**src/logic/bsrs_pkg.sv**
```systemverilog
package bsrs_pkg;
  // Clock and times.
  localparam int unsigned CLK_HZ = 20000000;
  localparam int unsigned BOOT_TIME_US = 3000;
  localparam int unsigned BOOT_CYC = BOOT_TIME_US * (CLK_HZ / 1000000);
  localparam int unsigned START_TIME_MS = 200;
  localparam int unsigned START_CYC = START_TIME_MS * (CLK_HZ / 1000);
  localparam int unsigned WAKE_TIME_MS = 200;
  localparam int unsigned WAKE_CYC = WAKE_TIME_MS * (CLK_HZ / 1000);
  // Strap encodings.
  localparam logic [1:0] BOOT_HOSTPORT = 2'h0;
  localparam logic [1:0] BOOT_FASTSER = 2'h1;
  localparam logic [1:0] BOOT_SPI = 2'h2;
  localparam logic [1:0] BOOT_EEPROM = 2'h3;
  // Memory map.
  localparam logic [15:0] SYSVAR_LAST = 16'h04a2;
  localparam logic [15:0] CTRL_FIRST = 16'hc000;
  localparam logic [15:0] CTRL_LAST = 16'hc0ff;
  localparam logic [15:0] ROM_FIRST = 16'he000;
  localparam logic [15:0] START_ADDR = 16'hff00;
  localparam logic [15:0] JUMP_ADDR = 16'he000;
  localparam logic [15:0] CPU_SPEED_ADDR = 16'hc008;
  localparam logic [15:0] PWR_CTRL_ADDR = 16'hc00a;
  localparam logic [15:0] OTG_CTRL_ADDR = 16'hc098;
  localparam logic [15:0] USBRST_A_ADDR = 16'hc090;
  localparam logic [15:0] USBRST_B_ADDR = 16'hc0b0;
  localparam int unsigned SLEEP_BIT = 1;
  localparam logic [3:0] CPU_SPEED_RST = 4'hf;
  // Host port address selects.
  localparam logic [1:0] HP_DATA = 2'h0;
  localparam logic [1:0] HP_MAILBOX = 2'h1;
  localparam logic [1:0] HP_ADDRPTR = 2'h2;
  localparam logic [1:0] HP_STATUS = 2'h3;
  // Pin groups.
  localparam logic [31:0] TEST_OUT_MASK = 32'h01f8ff00;
  localparam logic [31:0] UART_MASK = 32'h18000000;
  localparam logic [31:0] STRAP_MASK = 32'hc0000000;
  localparam int unsigned OTG_IDENTITY_PIN_PIN = 29;

  typedef enum logic [4:0] {
    ST_RESET = 5'h01,
    ST_START = 5'h02,
    ST_BOOT = 5'h04,
    ST_RUN = 5'h08,
    ST_SLEEP = 5'h10
  } bsrs_state_type;

  typedef enum logic [1:0] {
    REG_OTHER = 2'h0,
    REG_SYSVAR = 2'h1,
    REG_CTRL = 2'h2,
    REG_ROM = 2'h3
  } bsrs_region_type;
endpackage

```
**src/logic/bsrs_seq.sv**
```systemverilog
`timescale 1ns/1ps
// Overview of operation
// - Latch two strap pins at reset release.
// - Strap 00 hostport, 01 serial, 10 SPI, 11 EEPROM.
// - Straps examined only in the cycle after reset release, before the 200 ms wait and 3 ms boot.
// - Non-standalone: coprocessor mode, one interface enabled.
// - Loading starts only after boot window ends.
// - Standalone drives straps, enables debug UART pins.
// - Pin 29 picks first port role.
// - Other ports peripheral, other pins inputs.
// - Sleep bit 1 of 0xC00A enters sleep.
// - Sleep keeps pins, stops clocks, memory address low.
// - Speed register slows only processor clock.
// - Enabled wakeup sources end sleep.
// - Waking host-port read returns dummy data.
// - USB resume raises host port interrupt.
// - After wakeup, resume within 200 ms.
// - Reset defaults; start 0xFF00 after 200 ms.
// - Test pins driven during boot window.
// - USB reset clears only two registers.
// - Memory map regions decoded.
// - Some addresses decode by direction or role.
// - Host port address selects four registers.
module bsrs_seq
  import bsrs_pkg::*;
#(
  parameter int unsigned BOOT_CYCLES = BOOT_CYC,
  parameter int unsigned START_CYCLES = START_CYC,
  parameter int unsigned WAKE_CYCLES = WAKE_CYC
)
(
  // Clock and reset.
  input wire logic REF_CLK,
  input wire logic NRST,
  // Pins sampled from outside.
  input wire logic [1:0] STRAP_IN,
  input wire logic OTG_IDENTITY_PIN,
  input wire logic OTG_BUS_SUPPLY_PIN,
  input wire logic EXTERNAL_IRQ_LINE,
  input wire logic USB_RESUME,
  input wire logic HOST_READ,
  input wire logic [1:0] HOST_ADDR,
  // Firmware controls.
  input wire logic SLEEP_SET,
  input wire logic [4:0] WAKE_ENABLE,
  input wire logic [3:0] CPU_SPEED,
  input wire logic USB_BUS_RESET,
  input wire logic [15:0] ACCESS_ADDR,
  input wire logic ACCESS_WRITE,
  input wire logic USB_HOST_ROLE,
  // Boot results.
  output logic [1:0] BOOT_MODE,
  output logic BOOT_DONE,
  output logic STANDALONE,
  output logic [2:0] HOST_IF_ENABLE,
  output logic LOAD_ALLOWED,
  output logic [31:0] PIN_OUT_ENABLE_N,
  output logic FIRST_USB_PORT_HOST,
  output logic [2:0] OTHER_PORTS_HOST,
  // Power and processor.
  output logic ASLEEP,
  output logic CLOCKS_ON,
  output logic MEM_ADDR_LOW,
  output logic CPU_RUN,
  output logic CPU_TICK,
  output logic [15:0] START_PC,
  output logic HOST_PORT_IRQ_OUT,
  output logic HOST_READ_DUMMY,
  output logic [3:0] HOST_PORT_SELECT,
  output logic USB_REG_CLEAR,
  output logic [1:0] ACCESS_REGION,
  output logic ACCESS_ALT_DECODE
);
  bsrs_state_type state_r, state_nxt;
  logic [22:0] cnt_r, cnt_nxt;
  logic [1:0] mode_r;
  logic [2:0] id_s0_r, id_s1_r, id_s2_r;
  logic [1:0] st_s0_r, st_s1_r, st_s2_r;
  logic id_r, irq_r, vb_r, first_r;
  logic [3:0] div_r;
  logic irq_out_r, dummy_r;

  function automatic logic agree(input logic a, input logic b, input logic old);
    agree = (a == b) ? a : old;
  endfunction

  // Three-stage synchronisers; only stages two and three are compared.
  // They keep sampling through reset, so the straps have settled by the release edge.
  always_ff @(posedge REF_CLK)
  begin
    st_s0_r <= STRAP_IN;
    st_s1_r <= st_s0_r;
    st_s2_r <= st_s1_r;
    id_s0_r <= {OTG_IDENTITY_PIN, EXTERNAL_IRQ_LINE, OTG_BUS_SUPPLY_PIN};
    id_s1_r <= id_s0_r;
    id_s2_r <= id_s1_r;
  end

  wire id_f = agree(id_s1_r[2], id_s2_r[2], id_r);
  wire irq_f = agree(id_s1_r[1], id_s2_r[1], irq_r);
  wire vb_f = agree(id_s1_r[0], id_s2_r[0], vb_r);
  wire [1:0] strap_f = (st_s1_r == st_s2_r) ? st_s2_r : mode_r;

  always_ff @(posedge REF_CLK)
  begin
    if (!NRST)
    begin
      id_r <= 1'b1;
      irq_r <= 1'b0;
      vb_r <= 1'b0;
    end
    else
    begin
      id_r <= id_f;
      irq_r <= irq_f;
      vb_r <= vb_f;
    end
  end

  // Wakeup events: resume, bus supply level, identity edge, host read, irq edge.
  wire [4:0] wake_ev = {irq_f ^ irq_r, HOST_READ, id_f ^ id_r, vb_f, USB_RESUME};
  wire wake = |(wake_ev & WAKE_ENABLE);
  wire cnt_done = (cnt_r == 23'h0);

  always_comb
  begin
    state_nxt = state_r;
    cnt_nxt = (cnt_r == 23'h0) ? 23'h0 : cnt_r - 23'h1;
    case (state_r)
      ST_RESET:
      begin
        state_nxt = ST_START;
        cnt_nxt = 23'(START_CYCLES - 1);
      end
      ST_START:
        if (cnt_done)
        begin
          state_nxt = ST_BOOT;
          cnt_nxt = 23'(BOOT_CYCLES - 1);
        end
      ST_BOOT:
        if (cnt_done)
          state_nxt = ST_RUN;
      ST_RUN:
        if (SLEEP_SET)
          state_nxt = ST_SLEEP;
      ST_SLEEP:
        if (wake)
        begin
          state_nxt = ST_START;
          cnt_nxt = 23'(WAKE_CYCLES - 1);
        end
      default: state_nxt = ST_RESET;
    endcase
  end

  // A wake reruns the settle wait but skips the boot window, so test pins stay quiet.
  always_ff @(posedge REF_CLK)
  begin
    if (!NRST)
    begin
      state_r <= ST_RESET;
      cnt_r <= 23'h0;
      first_r <= 1'b1;
    end
    else
    begin
      state_r <= (state_r == ST_START && cnt_done && !first_r) ? ST_RUN : state_nxt;
      cnt_r <= cnt_nxt;
      if (state_r == ST_BOOT)
        first_r <= 1'b0;
    end
  end

  // Straps caught by a clocked process right after reset release, then frozen.
  always_ff @(posedge REF_CLK)
  begin
    if (!NRST)
      mode_r <= BOOT_HOSTPORT;
    else if (state_r == ST_RESET)
      mode_r <= strap_f;
  end

  // Processor clock divider; peripheral timing keeps the full clock.
  always_ff @(posedge REF_CLK)
  begin
    if (!NRST)
      div_r <= 4'h0;
    else
      div_r <= (div_r >= CPU_SPEED) ? 4'h0 : div_r + 4'h1;
  end

  always_ff @(posedge REF_CLK)
  begin
    if (!NRST)
    begin
      irq_out_r <= 1'b0;
      dummy_r <= 1'b0;
    end
    else
    begin
      irq_out_r <= (state_r == ST_SLEEP) && USB_RESUME && WAKE_ENABLE[0];
      dummy_r <= (state_r == ST_SLEEP) && HOST_READ && WAKE_ENABLE[3];
    end
  end

  wire standalone = (mode_r == BOOT_EEPROM);
  wire booting = (state_r == ST_BOOT);
  wire running = (state_r == ST_RUN) || booting;
  wire [31:0] boot_oe = booting ? TEST_OUT_MASK : 32'h0;
  // Standalone pin roles hold through sleep and the wake restart, not only while running.
  wire [31:0] sa_oe = (standalone && !first_r && !booting) ? (STRAP_MASK | UART_MASK) : 32'h0;

  assign BOOT_MODE = mode_r;
  assign BOOT_DONE = (state_r == ST_RUN) || (state_r == ST_SLEEP);
  assign STANDALONE = standalone;
  assign HOST_IF_ENABLE = standalone ? 3'h0 : (3'h1 << mode_r);
  assign LOAD_ALLOWED = !standalone && BOOT_DONE;
  assign PIN_OUT_ENABLE_N = ~(boot_oe | sa_oe);
  assign FIRST_USB_PORT_HOST = standalone && !id_r;
  assign OTHER_PORTS_HOST = 3'h0;
  assign ASLEEP = (state_r == ST_SLEEP);
  assign CLOCKS_ON = !ASLEEP;
  assign MEM_ADDR_LOW = ASLEEP;
  assign CPU_RUN = running;
  assign CPU_TICK = running && (div_r == 4'h0);
  assign START_PC = (state_r == ST_START) ? START_ADDR : JUMP_ADDR;
  assign HOST_PORT_IRQ_OUT = irq_out_r;
  assign HOST_READ_DUMMY = dummy_r;
  assign HOST_PORT_SELECT = 4'h1 << HOST_ADDR;
  wire usb_reg_hit = (ACCESS_ADDR == USBRST_A_ADDR) || (ACCESS_ADDR == USBRST_B_ADDR);
  assign USB_REG_CLEAR = USB_BUS_RESET;
  assign ACCESS_REGION = (ACCESS_ADDR <= SYSVAR_LAST) ? REG_SYSVAR :
                         (ACCESS_ADDR >= CTRL_FIRST && ACCESS_ADDR <= CTRL_LAST) ? REG_CTRL :
                         (ACCESS_ADDR >= ROM_FIRST) ? REG_ROM : REG_OTHER;
  assign ACCESS_ALT_DECODE = (ACCESS_REGION == REG_CTRL) && (ACCESS_WRITE || USB_HOST_ROLE) && !usb_reg_hit;

  // Assertions.
  property p_mode_stable;
    @(posedge REF_CLK) disable iff (!NRST) (state_r != ST_RESET && $past(state_r) != ST_RESET) |-> $stable(mode_r);
  endproperty
  a_mode_stable: assert property (p_mode_stable) else $error("boot mode changed");
  property p_sleep_entry;
    @(posedge REF_CLK) disable iff (!NRST) (state_r == ST_RUN && SLEEP_SET) |=> ASLEEP;
  endproperty
  a_sleep_entry: assert property (p_sleep_entry) else $error("sleep not entered");
  property p_sleep_outputs;
    @(posedge REF_CLK) disable iff (!NRST) ASLEEP |-> (!CLOCKS_ON && MEM_ADDR_LOW && !CPU_RUN);
  endproperty
  a_sleep_outputs: assert property (p_sleep_outputs) else $error("sleep outputs wrong");
  property p_wake;
    @(posedge REF_CLK) disable iff (!NRST) (ASLEEP && wake) |=> (state_r == ST_START);
  endproperty
  a_wake: assert property (p_wake) else $error("wakeup missed");
  property p_irq;
    @(posedge REF_CLK) disable iff (!NRST) (ASLEEP && USB_RESUME && WAKE_ENABLE[0]) |=> HOST_PORT_IRQ_OUT;
  endproperty
  a_irq: assert property (p_irq) else $error("resume irq missing");
  property p_coproc;
    @(posedge REF_CLK) disable iff (!NRST) !standalone |-> ($onehot(HOST_IF_ENABLE) && !FIRST_USB_PORT_HOST);
  endproperty
  a_coproc: assert property (p_coproc) else $error("coprocessor interface wrong");
  property p_load;
    @(posedge REF_CLK) disable iff (!NRST) LOAD_ALLOWED |-> !booting && state_r != ST_START;
  endproperty
  a_load: assert property (p_load) else $error("load before boot end");
  property p_test_pins;
    @(posedge REF_CLK) disable iff (!NRST) booting |-> (PIN_OUT_ENABLE_N[8] == 1'b0 && PIN_OUT_ENABLE_N[24] == 1'b0);
  endproperty
  a_test_pins: assert property (p_test_pins) else $error("test pins not driven");
  property p_start_pc;
    @(posedge REF_CLK) disable iff (!NRST) $rose(state_r == ST_START) |-> START_PC == START_ADDR;
  endproperty
  a_start_pc: assert property (p_start_pc) else $error("start address wrong");
  property p_strap_latch;
    @(posedge REF_CLK) disable iff (!NRST) (state_r == ST_RESET) |=> (mode_r == $past(strap_f));
  endproperty
  a_strap_latch: assert property (p_strap_latch) else $error("strap value not latched");
  property p_strap_free;
    @(posedge REF_CLK) disable iff (!NRST) (BOOT_DONE && !standalone) |-> (PIN_OUT_ENABLE_N[31:30] == 2'h3);
  endproperty
  a_strap_free: assert property (p_strap_free) else $error("strap pins still driven");
  property p_pins_kept;
    @(posedge REF_CLK) disable iff (!NRST) (ASLEEP && standalone) |->
      (PIN_OUT_ENABLE_N == ~(STRAP_MASK | UART_MASK));
  endproperty
  a_pins_kept: assert property (p_pins_kept) else $error("pin roles lost in sleep");
  property p_wake_run;
    @(posedge REF_CLK) disable iff (!NRST) (state_r == ST_START && cnt_done && !first_r) |=> (state_r == ST_RUN);
  endproperty
  a_wake_run: assert property (p_wake_run) else $error("no run after wake wait");
  property p_sleep_refused;
    @(posedge REF_CLK) disable iff (!NRST) (state_r == ST_START || booting) |=> !ASLEEP;
  endproperty
  a_sleep_refused: assert property (p_sleep_refused) else $error("sleep entered outside run");
  c_sleep: cover property (@(posedge REF_CLK) disable iff (!NRST) $rose(ASLEEP));
  c_wake: cover property (@(posedge REF_CLK) disable iff (!NRST) ASLEEP && wake);
  c_standalone: cover property (@(posedge REF_CLK) disable iff (!NRST) standalone && BOOT_DONE);
  c_wake_run: cover property (@(posedge REF_CLK) disable iff (!NRST) $rose(CPU_RUN) && !first_r);
  c_load: cover property (@(posedge REF_CLK) disable iff (!NRST) $rose(LOAD_ALLOWED));
endmodule // bsrs_seq

```
**config.mk**
```make
export PLATFORM = sky130hd
export DESIGN_NAME = bsrs_seq
export DESIGN_NICKNAME = d
export VERILOG_FILES = /design/src/logic/bsrs_pkg.sv /design/src/logic/bsrs_seq.sv
export SDC_FILE = /design/constraint.sdc
export NUM_CORES = 1
export LEC_CHECK = 0
export ABC_CLOCK_PERIOD_IN_PS = 2200
export BUFFER_PORTS_ARGS = -buffer_cell sky130_fd_sc_hd__buf_2
export CAP_MARGIN = 15
export CORE_UTILIZATION = 35
export CTS_CLUSTER_DIAMETER = 100
export DETAILED_ROUTE_END_ITERATION = 8
export PLACE_DENSITY = 0.68
export SETUP_SLACK_MARGIN = 0.3
export SYNTH_ARGS = -nofsm -noshare
export SYNTH_HDL_FRONTEND = slang
export SYNTH_SLANG_ARGS = --single-unit
```
**constraint.sdc**
```tcl
create_clock -name REF_CLK -period 2.2 [get_ports REF_CLK]
set_input_delay 0.44 -clock REF_CLK [delete_from_list [all_inputs] [get_ports REF_CLK]]
set_output_delay 0.44 -clock REF_CLK [all_outputs]
set_load 0.01 [all_outputs]
```
==> impl_metrics.xml <==
<?xml version="1.0" encoding="UTF-8"?>
<metrics>
  <group name="critical_path">
    <metric name="worstReg2RegStart" unit="">cnt_r[8]$_SDFF_PN0_</metric>
    <metric name="critical_path_top_delay_cell" unit="">or4_4</metric>
    <metric name="crit_path_cell_trace" unit="">or4_4, or4_4, or3_1, buf_6, or2b_1, a21oi_1</metric>
    <metric name="crit_fanout" unit="">8</metric>
    <metric name="timing_worst_setup_path_type" unit="">flop to flop</metric>
    <metric name="timing.critical_path.slowest_cell_delay" unit="ns">0.53</metric>
    <metric name="crit_top_cell" unit="">or4_4</metric>
    <metric name="worst-r2r-cell-count" unit="">6</metric>
    <metric name="start_kind" unit="">flop</metric>
    <metric name="timing.critical_path.required" unit="ns">2.40</metric>
    <metric name="cp.arrival" unit="ns">2.38</metric>
    <metric name="setup.worst_path.end_class" unit="">flop</metric>
    <metric name="worstReg2RegEnd" unit="">state_r[2]$_SDFFE_PP0P_</metric>
    <metric name="regToRegSetupSlack" unit="ns">0.02</metric>
  </group>
  <group name="hold_path">
    <metric name="whs_endpoint" unit="">st_s0_r[0]$_DFF_P_</metric>
    <metric name="hold_removal_path_class" unit="">input pin to flop</metric>
    <metric name="holdCritStartpoint" unit="">STRAP_IN[0]</metric>
    <metric name="number_of_cells_on_the_worst_hold_path" unit="">1</metric>
  </group>
  <group name="clock_network">
    <metric name="cts_hold_repair_buffers" unit="">0</metric>
    <metric name="cts_root_buf" unit="">clkbuf_8</metric>
    <metric name="tritoncts" unit="">done</metric>
    <metric name="h-tree-depth" unit="">2</metric>
    <metric name="worst_setup_hold_path_clk_slew" unit="ns">0.11</metric>
    <metric name="later_pin_clock_latency_in_the_skew_report" unit="ns">0.32</metric>
    <metric name="cts-buffers-inserted" unit="">5</metric>
    <metric name="clockBufferDepth" unit="">2</metric>
    <metric name="clock-sinks" unit="">55</metric>
  </group>
  <group name="pwr">
    <metric name="worst_ir_drop_vdd" unit="mV">0.4717</metric>
    <metric name="p_per_area" unit="nW/um^2">607.5</metric>
    <metric name="static-leakage-power" unit="nW">1.696</metric>
  </group>
  <group name="sta">
    <metric name="final.period_utilization" unit="%">99.18</metric>
    <metric name="maxClockFrequency" unit="MHz">458.3</metric>
    <metric name="timing.final.max_slew_violations" unit="">0</metric>
    <metric name="totalNegativeSetupSlack" unit="ns">0</metric>
    <metric name="report.final.hold_viol_count" unit="">0</metric>
    <metric name="grt_setup_unrepaired" unit="">yes</metric>
    <metric name="finClkSkew" unit="ns">0.01115</metric>
    <metric name="setup-violations-final" unit="">0</metric>
    <metric name="period_minus_slack" unit="ns">2.182</metric>
  </group>
  <group name="synthesis">
    <metric name="post_synth_edffs" unit="">0</metric>
    <metric name="netlist-cell-type-count" unit="">50</metric>
    <metric name="share_of_flip_flops_with_an_asynchronous_set_or_reset" unit="%">0</metric>
    <metric name="synthesis.area" unit="sq um">2934</metric>
    <metric name="yosys_most_used_dff" unit="">dfxtp_1</metric>
    <metric name="yosysWarnings" unit="">0</metric>
    <metric name="mean_post_synth_cell_area" unit="sq um">8.706</metric>
    <metric name="postSynthCellCount" unit="">337</metric>
    <metric name="sequential_area_share_after_synthesis" unit="%">37.53</metric>
    <metric name="ys_ff_latch" unit="">55</metric>
  </group>
  <group name="global_route">
    <metric name="vias_in_the_first_global_route" unit="">2342</metric>
    <metric name="largest_net_degree_at_the_start_of_global_routing" unit="">25</metric>
    <metric name="grt_usage" unit="%">14.36</metric>
    <metric name="grt_remaining_overflow" unit="">0</metric>
    <metric name="grt_antenna_before_repair" unit="">0</metric>
    <metric name="grt_pass1_wl" unit="microns">10070</metric>
  </group>
  <group name="die">
    <metric name="ioPinCount" unit="">115</metric>
    <metric name="die_width" unit="microns">93.56</metric>
    <metric name="std_cell_rows" unit="">33</metric>
    <metric name="dieHeight" unit="microns">93.56</metric>
    <metric name="die_area" unit="sq um">8753</metric>
    <metric name="core_area" unit="sq um">8175</metric>
    <metric name="initial_utilization" unit="%">35.89</metric>
  </group>
  <group name="placement">
    <metric name="detailedPlacementHpwl" unit="microns">4521</metric>
    <metric name="placement.cell_area" unit="sq um">3308</metric>
    <metric name="place.port_buffers" unit="">84</metric>
    <metric name="routabilityCongestion" unit="">0.7901</metric>
  </group>
  <group name="drt">
    <metric name="route.detailed.vias_per_inst" unit="">4.724</metric>
    <metric name="ant_nets" unit="">0</metric>
    <metric name="routed_wirelength" unit="microns">6474</metric>
    <metric name="dr.first_iter.drc_count" unit="">49</metric>
    <metric name="route.detailed.wl_per_inst" unit="microns">12.17</metric>
    <metric name="post-route-drc-count" unit="">0</metric>
    <metric name="first_pass_iteration_count_of_the_detailed_router" unit="">4</metric>
    <metric name="vias" unit="">2513</metric>
  </group>
  <group name="final_layout">
    <metric name="insertedDiodeCount" unit="">0</metric>
    <metric name="most_common_cell_after_layout_fill_and_taps_aside" unit="">buf_2</metric>
    <metric name="finish.net_count" unit="">474</metric>
    <metric name="final-seq-area" unit="sq um">1114</metric>
    <metric name="multiInputGateArea" unit="sq um">1587</metric>
    <metric name="commonest_non_fill_non_tap_cells_in_the_layout" unit="">buf_2, dfxtp_1, nor2_1, conb_1, buf_4</metric>
    <metric name="areaGrowthSynthToFinish" unit="%">29.30</metric>
    <metric name="post_route_cells_drive_above_1_share" unit="%">36.53</metric>
    <metric name="n_fill_cell" unit="">782</metric>
    <metric name="stdcell_area" unit="sq um">3794</metric>
  </group>
  <group name="run">
    <metric name="cap_viol_max_count" unit="">0</metric>
  </group>
  <group name="run_status">
    <metric name="status" unit="">completed</metric>
  </group>
</metrics>
power breakdown:
group / switching (mW) / total, mW / internal [mW]
logic: 0.288 / 0.546 / 0.257
registers: 0.0752 / 1.15 / 1.08
clock network: 0.366 / 0.607 / 0.241
total: 0.730 / 2.30 / 1.58
area by class of cell:
type,count,share of cell area (%)
multi-input cells,237,41.82
flip-flops and latches,55,29.35
repair buffers,114,21.44
well taps,105,3.463
clock buffers,5,1.814
inverters,13,1.352
clock inverters,3,0.7586
cell usage after synthesis, types with 3 or more instances:
library cell	n	area share, %
inv_1	13	1.7
a21oi_1	13	2.2
nor2b_1	6	1.3
o21ai_0	9	1.5
xnor2_1	14	4.2
nand2_1	18	2.3
ha_1	8	3.4
nand3b_1	7	1.8
nand4b_1	3	0.90
nand3_1	8	1.4
dfxtp_1	55	38
nor4_1	10	2.1
xor2_1	10	3.0
nand4_1	4	0.85
o2bb2ai_1	4	1.2
buf_4	51	13
nor2_1	32	4.1
o21a_1	10	2.6
clkbuf_1	5	0.64
or3_1	3	0.64
nor3_1	17	2.9
registers in the layout (all words and copies together) (netlist names), 2 cells and up:
register   cells
state_r        5
st_s1_r        2
cnt_r         23
st_s0_r        2
id_s0_r        3
id_s1_r        3
id_s2_r        3
BOOT_MODE      2
st_s2_r        2
div_r          4
through the flow:
step                setup slack (ns)  total power [mW]  util, %  instances  hold slack, ns
CTS                          0.02991             2.291    43.20        526          0.2009
global route                -0.05966             2.438    46.40        532          0.1923
finish                       0.01804             2.305    46.40        532          0.2153
detailed placement          -0.02940             1.666    40.47        510          0.3136
floorplan                    0.06487             1.541        -        363          0.3096
global placement             0.01550             1.649    40.47        510          0.3124
repair_timing:
action	4_1_cts	5_1_grt
gates cloned	0	1
pin swaps	11	5
setup buffers	8	5
setup endpoints to repair	42	58
resized for setup	17	41
critical path, delay by kind of cell (launching register included):
family | cells | cell delay [ns]
AO/OA/AOI/OAI | 1 | 0.05
buffers and inverters | 1 | 0.16
flip-flops | 1 | 0.34
AND/OR/NAND/NOR | 4 | 1.51
kinds of logic (layout without fill, tap and decap cells):
| family | count (synthesis) | after routing | share of synthesized area, % |
|---|---|---|---|
| adder cells (fa/ha/maj) | 8 | 8 | 3.412 |
| multiplexers | 2 | 2 | 0.6823 |
| XOR/XNOR | 24 | 24 | 7.164 |
| buffers and inverters | 71 | 135 | 15.91 |
| AO/OA/AOI/OAI | 51 | 51 | 11.43 |
| other | 2 | 28 | 0.2560 |
| flip-flops | 55 | 55 | 37.53 |
| AND/OR/NAND/NOR | 124 | 124 | 23.62 |
worst max path at each step:
stage,start,to,slack (ns),depth (start not counted)
2_1_floorplan,cnt_r[8]$_SDFF_PN0_,state_r[2]$_SDFFE_PP0P_,0.06,6
3_3_place_gp,cnt_r[8]$_SDFF_PN0_,cnt_r[14]$_SDFF_PN0_,0.02,6
3_5_place_dp,cnt_r[8]$_SDFF_PN0_,cnt_r[14]$_SDFF_PN0_,-0.03,6
4_1_cts,cnt_r[8]$_SDFF_PN0_,cnt_r[0]$_SDFF_PN0_,0.03,6
5_1_grt,cnt_r[8]$_SDFF_PN0_,cnt_r[9]$_SDFF_PN0_,-0.06,7
6_report,cnt_r[8]$_SDFF_PN0_,state_r[2]$_SDFFE_PP0P_,0.02,6
routing by layer:
metal	wire length (microns)	GRT usage, %	vias up
met5	0	0	-
li1	-	-	1263
met2	3276	26.29	94
met4	91	5.641	0
met3	402	2.439	8
met1	2705	16.48	1148
Note: power is estimated with default switching activity, not from simulation.
